File: config.mk
export PLATFORM = sky130hd
export DESIGN_NAME = bvc_buck3_ctrl
export DESIGN_NICKNAME = d
export VERILOG_FILES = /design/src/core/bvc_pkg.sv /design/src/core/bvc_blank_timer.sv /design/src/core/bvc_buck3_ctrl.sv
export SDC_FILE = /design/constraint.sdc
export NUM_CORES = 1
export LEC_CHECK = 0
export ABC_CLOCK_PERIOD_IN_PS = 9500
export BUFFER_PORTS_ARGS = -buffer_cell sky130_fd_sc_hd__buf_2
export CAP_MARGIN = 20
export CORE_AREA = 2 2 85 87
export DETAILED_ROUTE_END_ITERATION = 10
export DIE_AREA = 0 0 87 89
export PLACE_DENSITY = 0.94
export SLEW_MARGIN = 20
export SYNTH_ARGS = -nofsm -noshare
export SYNTH_HDL_FRONTEND = slang
export SYNTH_HIERARCHICAL = 1
export SYNTH_SLANG_ARGS = --single-unit
File: constraint.sdc
create_clock -name clk -period 9.5 [get_ports clk]
set_input_delay 1.425 -clock clk [delete_from_list [all_inputs] [get_ports clk]]
set_output_delay 1.425 -clock clk [all_outputs]
set_load 0.01 [all_outputs]
File: src/core/bvc_pkg.sv
package bvc_pkg;

  // register location and layout
  localparam logic [7:0] BVC_ADDR = 8'h18;
  localparam logic [7:0] BVC_RESET = 8'hbd;
  localparam int BVC_PSE_BIT = 7;
  localparam int BVC_RSV_BIT = 6;
  localparam int BVC_CODE_LSB = 0;
  localparam int BVC_CODE_W = 6;
  localparam logic BVC_PSE_RESET = 1'b1;
  localparam logic [5:0] BVC_CODE_RESET = 6'h3d;

  // voltage code map, millivolts
  localparam logic [5:0] BVC_FINE_LAST = 6'h1a;
  localparam logic [5:0] BVC_COARSE_FIRST = 6'h1b;
  localparam logic [11:0] BVC_FINE_BASE_MV = 12'h384;
  localparam logic [11:0] BVC_FINE_STEP_MV = 12'h019;
  localparam logic [11:0] BVC_COARSE_BASE_MV = 12'h640;
  localparam logic [11:0] BVC_COARSE_STEP_MV = 12'h032;

  // monitor blanking after a write
  localparam int BVC_BLANK_MS = 5;
  localparam int BVC_CLK_KHZ = 250000;
  localparam int BVC_BLANK_CYC = BVC_BLANK_MS * BVC_CLK_KHZ;

  // strap
  localparam int BVC_STRAP_W = 2;

  typedef struct packed {
    logic [7:0] addr;
    logic wr;
    logic rd;
    logic [7:0] wdata;
  } bvc_req_t;

  typedef struct packed {
    logic valid;
    logic [7:0] data;
  } bvc_rsp_t;

  typedef enum logic [2:0] {
    BVC_ST_SYNC = 3'b001,
    BVC_ST_LOAD = 3'b010,
    BVC_ST_RUN = 3'b100
  } bvc_state_t;

endpackage : bvc_pkg
File: src/core/bvc_blank_timer.sv
module bvc_blank_timer #(
  parameter int CYCLES = 1250000
) (
  // clock and reset
  input wire logic clk,
  input wire logic rstn,
  // restart and window
  input wire logic start,
  output logic blank
);

  localparam int CW = $clog2(CYCLES + 1);
  localparam logic [CW-1:0] LOAD = CW'(CYCLES - 1);

  logic [CW-1:0] cnt_r;
  logic blank_r;

  if (CYCLES < 1) begin : g_bad_cycles
    $error("bvc_blank_timer: CYCLES must be at least 1");
  end

  // a fresh write restarts the whole window, never extends a partial one
  always_ff @(posedge clk or negedge rstn) begin
    if (!rstn) begin
      cnt_r <= '0;
    end else if (start) begin
      cnt_r <= LOAD;
    end else if (cnt_r != '0) begin
      cnt_r <= cnt_r - CW'(1);
    end
  end

  always_ff @(posedge clk or negedge rstn) begin
    if (!rstn) begin
      blank_r <= 1'b0;
    end else if (start) begin
      blank_r <= 1'b1;
    end else if (cnt_r == '0) begin
      blank_r <= 1'b0;
    end
  end

  assign blank = blank_r;

endmodule : bvc_blank_timer

File: src/core/bvc_buck3_ctrl.sv
// Operation
// - register at 0x18, reset value 0xbd
// - writes need password unlock first
// - each accepted write blanks voltage monitors 5 ms
// - bit 7: 0 forced pwm, 1 pulse-skip
// - codes 0..1a: 0.900 V up 25 mV
// - codes 1b..3f: 1.600 V up 50 mV
// - power-up code may follow resistor strap
module bvc_buck3_ctrl #(
  parameter int BLANK_CYCLES = bvc_pkg::BVC_BLANK_CYC,
  parameter logic [4*6-1:0] STRAP_CODES = {4{bvc_pkg::BVC_CODE_RESET}}
) (
  // clock and reset
  input wire logic clk,
  input wire logic rstn,
  // register access from the serial interface front end
  input wire bvc_pkg::bvc_req_t req,
  output bvc_pkg::bvc_rsp_t rsp,
  output logic wr_reject,
  output logic wr_done,
  // password state from the unlock logic
  input wire logic password_unlocked,
  // strap pin
  input wire logic [bvc_pkg::BVC_STRAP_W-1:0] resistor_select_strap,
  // converter controls
  output logic pulse_skip_enable,
  output logic [5:0] buck3_voltage_code,
  output logic [11:0] buck3_target_mv,
  output logic ctrl_ready,
  // voltage monitors, raw comparator levels in
  input wire logic ov_raw,
  input wire logic uv_raw,
  output logic monitor_blank,
  output logic ov_fault,
  output logic uv_fault
);
  import bvc_pkg::*;

  if (BVC_STRAP_W != 2) begin : g_bad_strap
    $error("bvc_buck3_ctrl: strap table sized for two strap bits");
  end

  // code to target voltage, in millivolts
  function automatic logic [11:0] code_to_mv(input logic [5:0] code);
    logic [11:0] c;
    c = {6'h00, code};
    if (code <= BVC_FINE_LAST) begin
      code_to_mv = BVC_FINE_BASE_MV + 12'(c * BVC_FINE_STEP_MV);
    end else begin
      code_to_mv = BVC_COARSE_BASE_MV +
        12'((c - {6'h00, BVC_COARSE_FIRST}) * BVC_COARSE_STEP_MV);
    end
  endfunction : code_to_mv

  // register read view, reserved bit forced low
  function automatic logic [7:0] reg_view(input logic pse,
                                          input logic [5:0] code);
    logic [7:0] v;
    v = 8'h00;
    v[BVC_PSE_BIT] = pse;
    v[BVC_RSV_BIT] = 1'b0;
    v[BVC_CODE_LSB +: BVC_CODE_W] = code;
    reg_view = v;
  endfunction : reg_view

  localparam logic [11:0] MV_RESET = code_to_mv(BVC_CODE_RESET);

  bvc_state_t state_r;
  bvc_state_t state_nxt;

  logic [1:0] strap_s1_r;
  logic [1:0] strap_s2_r;
  logic ov_s1_r;
  logic ov_s2_r;
  logic uv_s1_r;
  logic uv_s2_r;

  logic pse_r;
  logic [5:0] code_r;
  logic [11:0] mv_r;
  logic [7:0] rdata_r;
  logic rvalid_r;
  logic wr_reject_r;
  logic wr_done_r;
  logic ov_fault_r;
  logic uv_fault_r;

  logic hit;
  logic wr_hit;
  logic rd_hit;
  logic wr_ok;
  logic blank;

  assign hit = (req.addr == BVC_ADDR);
  assign wr_hit = req.wr & hit;
  assign rd_hit = req.rd & hit;
  // locked or still loading the strap: the write is dropped
  assign wr_ok = wr_hit & password_unlocked & (state_r == BVC_ST_RUN);

  // strap and comparators come from outside the clock domain;
  // strap sync not reset: it settles during reset, ready for the load state
  always_ff @(posedge clk) begin
    strap_s1_r <= resistor_select_strap;
    strap_s2_r <= strap_s1_r;
  end

  always_ff @(posedge clk or negedge rstn) begin
    if (!rstn) begin
      ov_s1_r <= 1'b0;
      ov_s2_r <= 1'b0;
      uv_s1_r <= 1'b0;
      uv_s2_r <= 1'b0;
    end else begin
      ov_s1_r <= ov_raw;
      ov_s2_r <= ov_s1_r;
      uv_s1_r <= uv_raw;
      uv_s2_r <= uv_s1_r;
    end
  end

  // power-up sequence: wait for synced strap, load once, then run
  always_comb begin
    state_nxt = state_r;
    unique case (state_r)
      BVC_ST_SYNC: begin
        state_nxt = BVC_ST_LOAD;
      end
      BVC_ST_LOAD: begin
        state_nxt = BVC_ST_RUN;
      end
      BVC_ST_RUN: begin
        state_nxt = BVC_ST_RUN;
      end
      default: begin
        state_nxt = BVC_ST_SYNC;
      end
    endcase
  end

  always_ff @(posedge clk or negedge rstn) begin
    if (!rstn) begin
      state_r <= BVC_ST_SYNC;
    end else begin
      state_r <= state_nxt;
    end
  end

  // mode bit
  always_ff @(posedge clk or negedge rstn) begin
    if (!rstn) begin
      pse_r <= BVC_PSE_RESET;
    end else if (wr_ok) begin
      pse_r <= req.wdata[BVC_PSE_BIT];
    end
  end

  // voltage code; strap value replaces the nominal one after reset
  always_ff @(posedge clk or negedge rstn) begin
    if (!rstn) begin
      code_r <= BVC_CODE_RESET;
    end else if (state_r == BVC_ST_LOAD) begin
      code_r <= STRAP_CODES[int'(strap_s2_r) * 6 +: 6];
    end else if (wr_ok) begin
      code_r <= req.wdata[BVC_CODE_LSB +: BVC_CODE_W];
    end
  end

  // target lags the code by one cycle
  always_ff @(posedge clk or negedge rstn) begin
    if (!rstn) begin
      mv_r <= MV_RESET;
    end else begin
      mv_r <= code_to_mv(code_r);
    end
  end

  // read answer, one cycle after the request
  always_ff @(posedge clk or negedge rstn) begin
    if (!rstn) begin
      rvalid_r <= 1'b0;
      rdata_r <= 8'h00;
    end else begin
      rvalid_r <= rd_hit;
      if (rd_hit) begin
        rdata_r <= reg_view(pse_r, code_r);
      end
    end
  end

  // write outcome pulses
  always_ff @(posedge clk or negedge rstn) begin
    if (!rstn) begin
      wr_done_r <= 1'b0;
      wr_reject_r <= 1'b0;
    end else begin
      wr_done_r <= wr_ok;
      wr_reject_r <= wr_hit & ~wr_ok;
    end
  end

  // any accepted write restarts blanking, even an unchanged value
  bvc_blank_timer #(
    .CYCLES(BLANK_CYCLES)
  ) u_blank (
    .clk(clk),
    .rstn(rstn),
    .start(wr_ok),
    .blank(blank)
  );

  // faults are held low one cycle behind the blank window (registered from ~blank) so a step does not trip them
  always_ff @(posedge clk or negedge rstn) begin
    if (!rstn) begin
      ov_fault_r <= 1'b0;
      uv_fault_r <= 1'b0;
    end else begin
      ov_fault_r <= ov_s2_r & ~blank;
      uv_fault_r <= uv_s2_r & ~blank;
    end
  end

  assign rsp.valid = rvalid_r;
  assign rsp.data = rdata_r;
  assign wr_reject = wr_reject_r;
  assign wr_done = wr_done_r;
  assign pulse_skip_enable = pse_r;
  assign buck3_voltage_code = code_r;
  assign buck3_target_mv = mv_r;
  assign ctrl_ready = (state_r == BVC_ST_RUN);
  assign monitor_blank = blank;
  assign ov_fault = ov_fault_r;
  assign uv_fault = uv_fault_r;

endmodule : bvc_buck3_ctrl

* Word level (Yosys, flattened, before mapping) *
Index checks and enable logic that the tools add are counted.

storage, ports and cells
  register bits after elaboration = 64
  bits in latches = 0
  RAM bits = 0
  ROM bits = 0
  input bits = 25
  output and inout bits = 34
  logic and storage cells = 54
  memories = 0

operators by class
  add/sub/neg operators = 4
  $mul = 3
  divide/modulo/power cells = 0
  $lt $le $gt $ge = 1
  equal/unequal tests = 4
  shift-type cells = 1
  multiplexer cells = 8
  bitwise logic cells = 9
  reductions and logical operators = 6

operators by type and width
  kind                                                        count
  two-way mux 21 bit                                          2
  variable part select 24 x 6 -> 6 bit, first input constant  1
  zero test 21 bit                                            1
  nonzero test 21 bit                                         1
  subtractor 21 x 1 -> 21 bit, second input constant          1
  adder 10 x 11 -> 12 bit, first input constant               1
  adder 11 x 12 -> 12 bit, first input constant               1
  multiplier 12 x 5 -> 11 bit, second input constant          1
  two-way mux 12 bit                                          1
  two-way mux 6 bit                                           2
  multiplier 6 x 5 -> 11 bit, second input constant           1
  == test 8 x 5 -> 1 bit, second input constant               1
  bitwise AND 1 bit                                           7
  subtractor 6 x 5 -> 7 bit, second input constant            1
  <= comparator 6 x 5 -> 1 bit, second input constant         1
  one-hot mux 3 bit (2 select lines)                          1
  nonzero test 2 bit                                          3
  multiplier 2 x 2 -> 4 bit, second input constant            1
  == test 3 x 1 -> 1 bit, second input constant               1
  == test 3 x 2 -> 1 bit, second input constant               1
  == test 3 bit, second input constant                        1
  two-way mux 1 bit                                           2
  inverter 1 bit                                              2
  OR reduction 2 bit                                          1

* Longest topological paths before layout *
  depth in word-level cells = 6
  gate-level depth with buffers = 18
  gate-level depth less buffers = 18

* Modules after synthesis *
Netlist, hierarchy kept.

by module, submodules not included
  module           instances  cells each  area each (sq um)
  bvc_buck3_ctrl   1          274         2,807.7
  bvc_blank_timer  1          126         1,231.2

* Least setup slack after synthesis *
No wires, ideal clock.

  path type = register to register
  start = register code_r[2], in the netlist buck3_voltage_code[2]
  end = register mv_r[11], in the netlist buck3_target_mv[11]
  library setup time = 0.088 ns
  data arrival time = 3.825 ns
  required time = 9.412 ns
  slack = 5.586 ns
  cell stages (with the launch flop) = 17
  path buffers = 0
  cells stage by stage = dfstp_2 inv_1 ha_1 a21o_2 xnor2_1 ha_1 fa_1 inv_1 fa_1 inv_1 ha_1 and3b_1 a21oi_1 nand4b_4 nor3_2 xnor2_1 mux2i_1

between the ends
  word-level cells in the longest chain between the ends = 4
  elaborated cells on any way between the ends = 7
  classes of those cells = add/sub: 3; mul: 2; order compare: 1; mux: 1

RTL lines
  item                         line                   source
  start, declared              bvc_buck3_ctrl.sv:79   logic [5:0] code_r;
  start signal, assigned       bvc_buck3_ctrl.sv:162  code_r <= STRAP_CODES[int'(strap_s2_r) * 6 +: 6];
  start signal, assigned       bvc_buck3_ctrl.sv:164  code_r <= req.wdata[BVC_CODE_LSB +: BVC_CODE_W];
  subtractor 6 x 5 -> 7 bit    bvc_buck3_ctrl.sv:51   12'((c - {6'h00, BVC_COARSE_FIRST}) * BVC_COARSE_STEP_MV);
  multiplier 12 x 5 -> 11 bit  bvc_buck3_ctrl.sv:51
  adder 11 x 12 -> 12 bit      bvc_buck3_ctrl.sv:50   code_to_mv = BVC_COARSE_BASE_MV +
  two-way mux 12 bit *         bvc_buck3_ctrl.sv:47   if (code <= BVC_FINE_LAST) begin
  end signal, assigned         bvc_buck3_ctrl.sv:173  mv_r <= code_to_mv(code_r);
  end, declared                bvc_buck3_ctrl.sv:80   logic [11:0] mv_r;

Mark *: on every way between the ends. The rest lies on a longest branch, timed or not.
A chain may end at the register's enable or synchronous reset.

* Worst setup path after layout *
Same ends and word-level chain as after synthesis.

==> reports/qor.yml <==
status: "completed"
seqPwrFrac_pct: 43.0
synth_xor_xnor_area_share_pct: 7.13
post_synth_inst_count: 400
port_buffers: 54
n_antenna_cell: 0
p_switching_uw: 231
period_minus_slack_ns: 4.20
crit_path_end_kind: "flop"
timing.slew.headroom_pct: 51.6
cts.clk_slew.worst_paths_ns: 0.07
synth.distinct_cells: 61
clock_power_share_pct: 30.1
powerDensity_nw_per_um2: 163
timing.rr.start: "buck3_voltage_code[2]"
antenna_found_initial: 0
hold_path.class: "reg -> reg"
grt_pass1_vias: 3133
vias: 3056
maxCapViolCount: 0
synth_mux_area_share_pct: 3.44
start_kind: "flop"
final_antenna_net_count: 0
ys_ff_latch: 60
clk_path_buf_depth: 2
clk_latency_ns: 0.33
cts_buffers: 9
final.setup.tns_ns: 0
tightest_slew_ns: 0.726
finalClockSkew_ns: 0.00849
synth_top_family_by_area: "adder cells"
vias_per_cell: 5.66
die-width_um: 87
drive_gt1_share_pct: 23.5
track_usage_pct: 23.2
max_freq_mhz: 238
firstDrtPassIters: 4
grt_max_degree: 61
area_growth_pct: 12.7
worstSetupPathType: "reg -> reg"
critPathLaunch: "buck3_voltage_code[2]"
dp.final_hpwl_um: 6290
r2r_slack_ns: 5.30
hold_buffers: 0
pwr-share-comb_pct: 26.9
drtIter0Drc: 161
drcViolationCount: 0
cts_resized: 0
synth_compound_area_share_pct: 9.73
reg2regPathDepth: 16
clkSinkCount: 60
yosysSeqAreaShare_pct: 37.6
ys_warn_count: 6
ir_drop_mv: 0.0816
p_int_uw: 510
nNetsFinal: 539
crit_fanout: 7
period_share_pct: 44.3
grt_pass1_wl_um: 13900
synth_area_um2: 4040
clockRootBuffer: "clkbuf_8"
routedWlPerCell_um: 15.3
required_ns: 9.74
io_pins: 59
hold_violations: 0
core_area_um2: 6720
crit_end: "buck3_target_mv[11]"
synth_simple_gate_area_share_pct: 17.0
place.gp.congestion: 0.825
holdWs_ns: 0.364
synth_edf_count: 0
dieHeight_um: 89
timing.rr.end: "buck3_target_mv[11]"
num_rows: 30
synthArstFlopShare_pct: 100
drv_slew: 0
p_leak_nw: 2.26
synth.avg_cell_area_um2: 10.1
htreeDepth: 3
swShare_pct: 31.2
start_util_pct: 60.1
grt_setup_unrepaired: "false"
cts_tree: "built"
overflow: 0
synthAdderAreaFrac_pct: 20.0
synth_flop_cell: "dfrtp_1"
arrival_ns: 4.44
syn_nets: 484
setup_violations: 0
post_cts_buffers: 0
fillerInstances: 458
drt_wl_total_um: 8280
dieArea_um2: 7740
cell families (layout without fill, tap and decap cells):
group / count (synthesis) / in the layout
simple gates: 125 / 125
compound gates: 60 / 60
flops: 60 / 60
fa+ha+maj: 59 / 59
buf+inv: 50 / 110
xor+xnor: 32 / 32
mux: 13 / 13
other cells: 1 / 1
worst min-delay path by stage:
stage / from / to / slack (ns) / cells after the start
final: uv_s1_r / uv_s2_r / 0.36 / 0
after global routing: ov_s1_r / ov_s2_r / 0.37 / 0
after global placement: ov_s1_r / ov_s2_r / 0.33 / 0
after detailed placement: ov_s1_r / ov_s2_r / 0.34 / 0
after CTS: ov_s1_r / ov_s2_r / 0.37 / 0
after floorplan: ov_s1_r / ov_s2_r / 0.33 / 0
worst max-delay path: stages (launching register included):
cell and delay, ns:
dfstp_2 0.60, inv_1 0.14, ha_1 0.29, a21o_2 0.28, xnor2_1 0.17, ha_1 0.22, fa_1 0.48, inv_1 0.05
fa_1 0.50, inv_1 0.04, ha_1 0.35, and3b_1 0.19, a21oi_1 0.20, nand4b_4 0.13, nor3_2 0.20, xnor2_1 0.16
mux2i_1 0.11
synthesized netlist by cell type (2+ instances only):
master	n	area, um2
a211oi_1	3	22.5
a21o_1	8	60.1
a21oi_1	19	95.1
a31oi_1	2	12.5
buf_2	2	10.0
buf_4	4	30.0
clkbuf_1	5	18.8
dfrtp_1	47	1180
dfstp_2	13	342
fa_1	9	180
ha_1	50	626
inv_1	38	143
mux2_1	2	22.5
mux2_2	5	56.3
mux2i_1	6	60.1
nand2_1	37	139
nand2b_1	6	37.5
nand3_1	5	25.0
nand4_1	3	18.8
nand4b_1	2	17.5
nor2_1	33	124
nor2b_1	8	50.1
nor3_1	4	20.0
nor3_2	3	30.0
nor3b_1	2	15.0
nor4_1	2	12.5
nor4b_1	2	17.5
o21ai_0	9	45.0
o21ai_1	7	35.0
o21bai_1	2	15.0
or2_2	3	18.8
xnor2_1	25	219
xor2_1	6	52.6
power by group through the flow:
| stage | clock, mW | combinational, mW | sequential [mW] |
|---|---|---|---|
| 6_report | 0.223 | 0.199 | 0.319 |
| 2_1_floorplan | 0 | 0.135 | 0.325 |
| 3_5_place_dp | 0 | 0.198 | 0.323 |
| 3_3_place_gp | 0 | 0.184 | 0.321 |
| 4_1_cts | 0.229 | 0.201 | 0.319 |
| 5_1_grt | 0.240 | 0.222 | 0.323 |
state kept, by name (all words and copies together), names as in the netlist:
name                count
uv_fault                1
rvalid_r                1
rdata_r                 7
u_blank/blank           1
buck3_target_mv        12
pulse_skip_enable       1
uv_s2_r                 1
buck3_voltage_code      6
ov_s2_r                 1
u_blank/cnt_r          21
state_r                 3
ov_fault                1
uv_s1_r                 1
wr_reject               1
ov_s1_r                 1
wr_done                 1
cells in the final DEF, fill, tap and decap left out, drive strengths merged, types with 2 or more instances in the layout:
cell / instances
nand4b: 3
nand3: 5
clkinv: 3
nand4: 3
o21ai: 16
o21bai: 2
a211oi: 4
xor2: 6
or2: 4
nor2: 33
xnor2: 26
clkbuf: 11
nor3: 8
nor3b: 3
mux2i: 6
buf: 55
a21oi: 20
or4: 2
dfstp: 13
nor4: 3
nor4b: 3
inv: 39
a21o: 9
nand2: 37
ha: 50
nor2b: 8
fa: 9
a31oi: 3
mux2: 7
dfrtp: 47
nand2b: 6
cell type report:
cell class | instances | area [um2] | share of cell area, %
clock buffer | 11 | 141 | 3.11
multi-input combinational | 290 | 2320 | 50.9
clock inverter | 5 | 52.6 | 1.15
inverter | 39 | 146 | 3.22
sequential | 60 | 1520 | 33.3
timing repair buffer | 55 | 278 | 6.10
tap | 80 | 100 | 2.20
stage by stage:
step           utilization (%)  cell area, um2  power [mW]  setup slack [ns]  std cells
6_report                  67.7            4550       0.741              5.30        540
3_3_place_gp              64.9            4360       0.505              5.45        524
3_5_place_dp              64.9            4360       0.521              5.30        524
4_1_cts                   67.7            4550       0.749              5.27        540
2_1_floorplan                -            4040       0.460              5.59        400
5_1_grt                   67.7            4550       0.785              5.00        540
metal layers:
metal | track usage, % | part of all wire (%)
met1 | 26.8 | 40
met2 | 41.2 | 53
met3 | 5.72 | 5.7
met4 | 9.52 | 1.4
met5 | 0 | 0
Power figures use the tool's default switching activity.
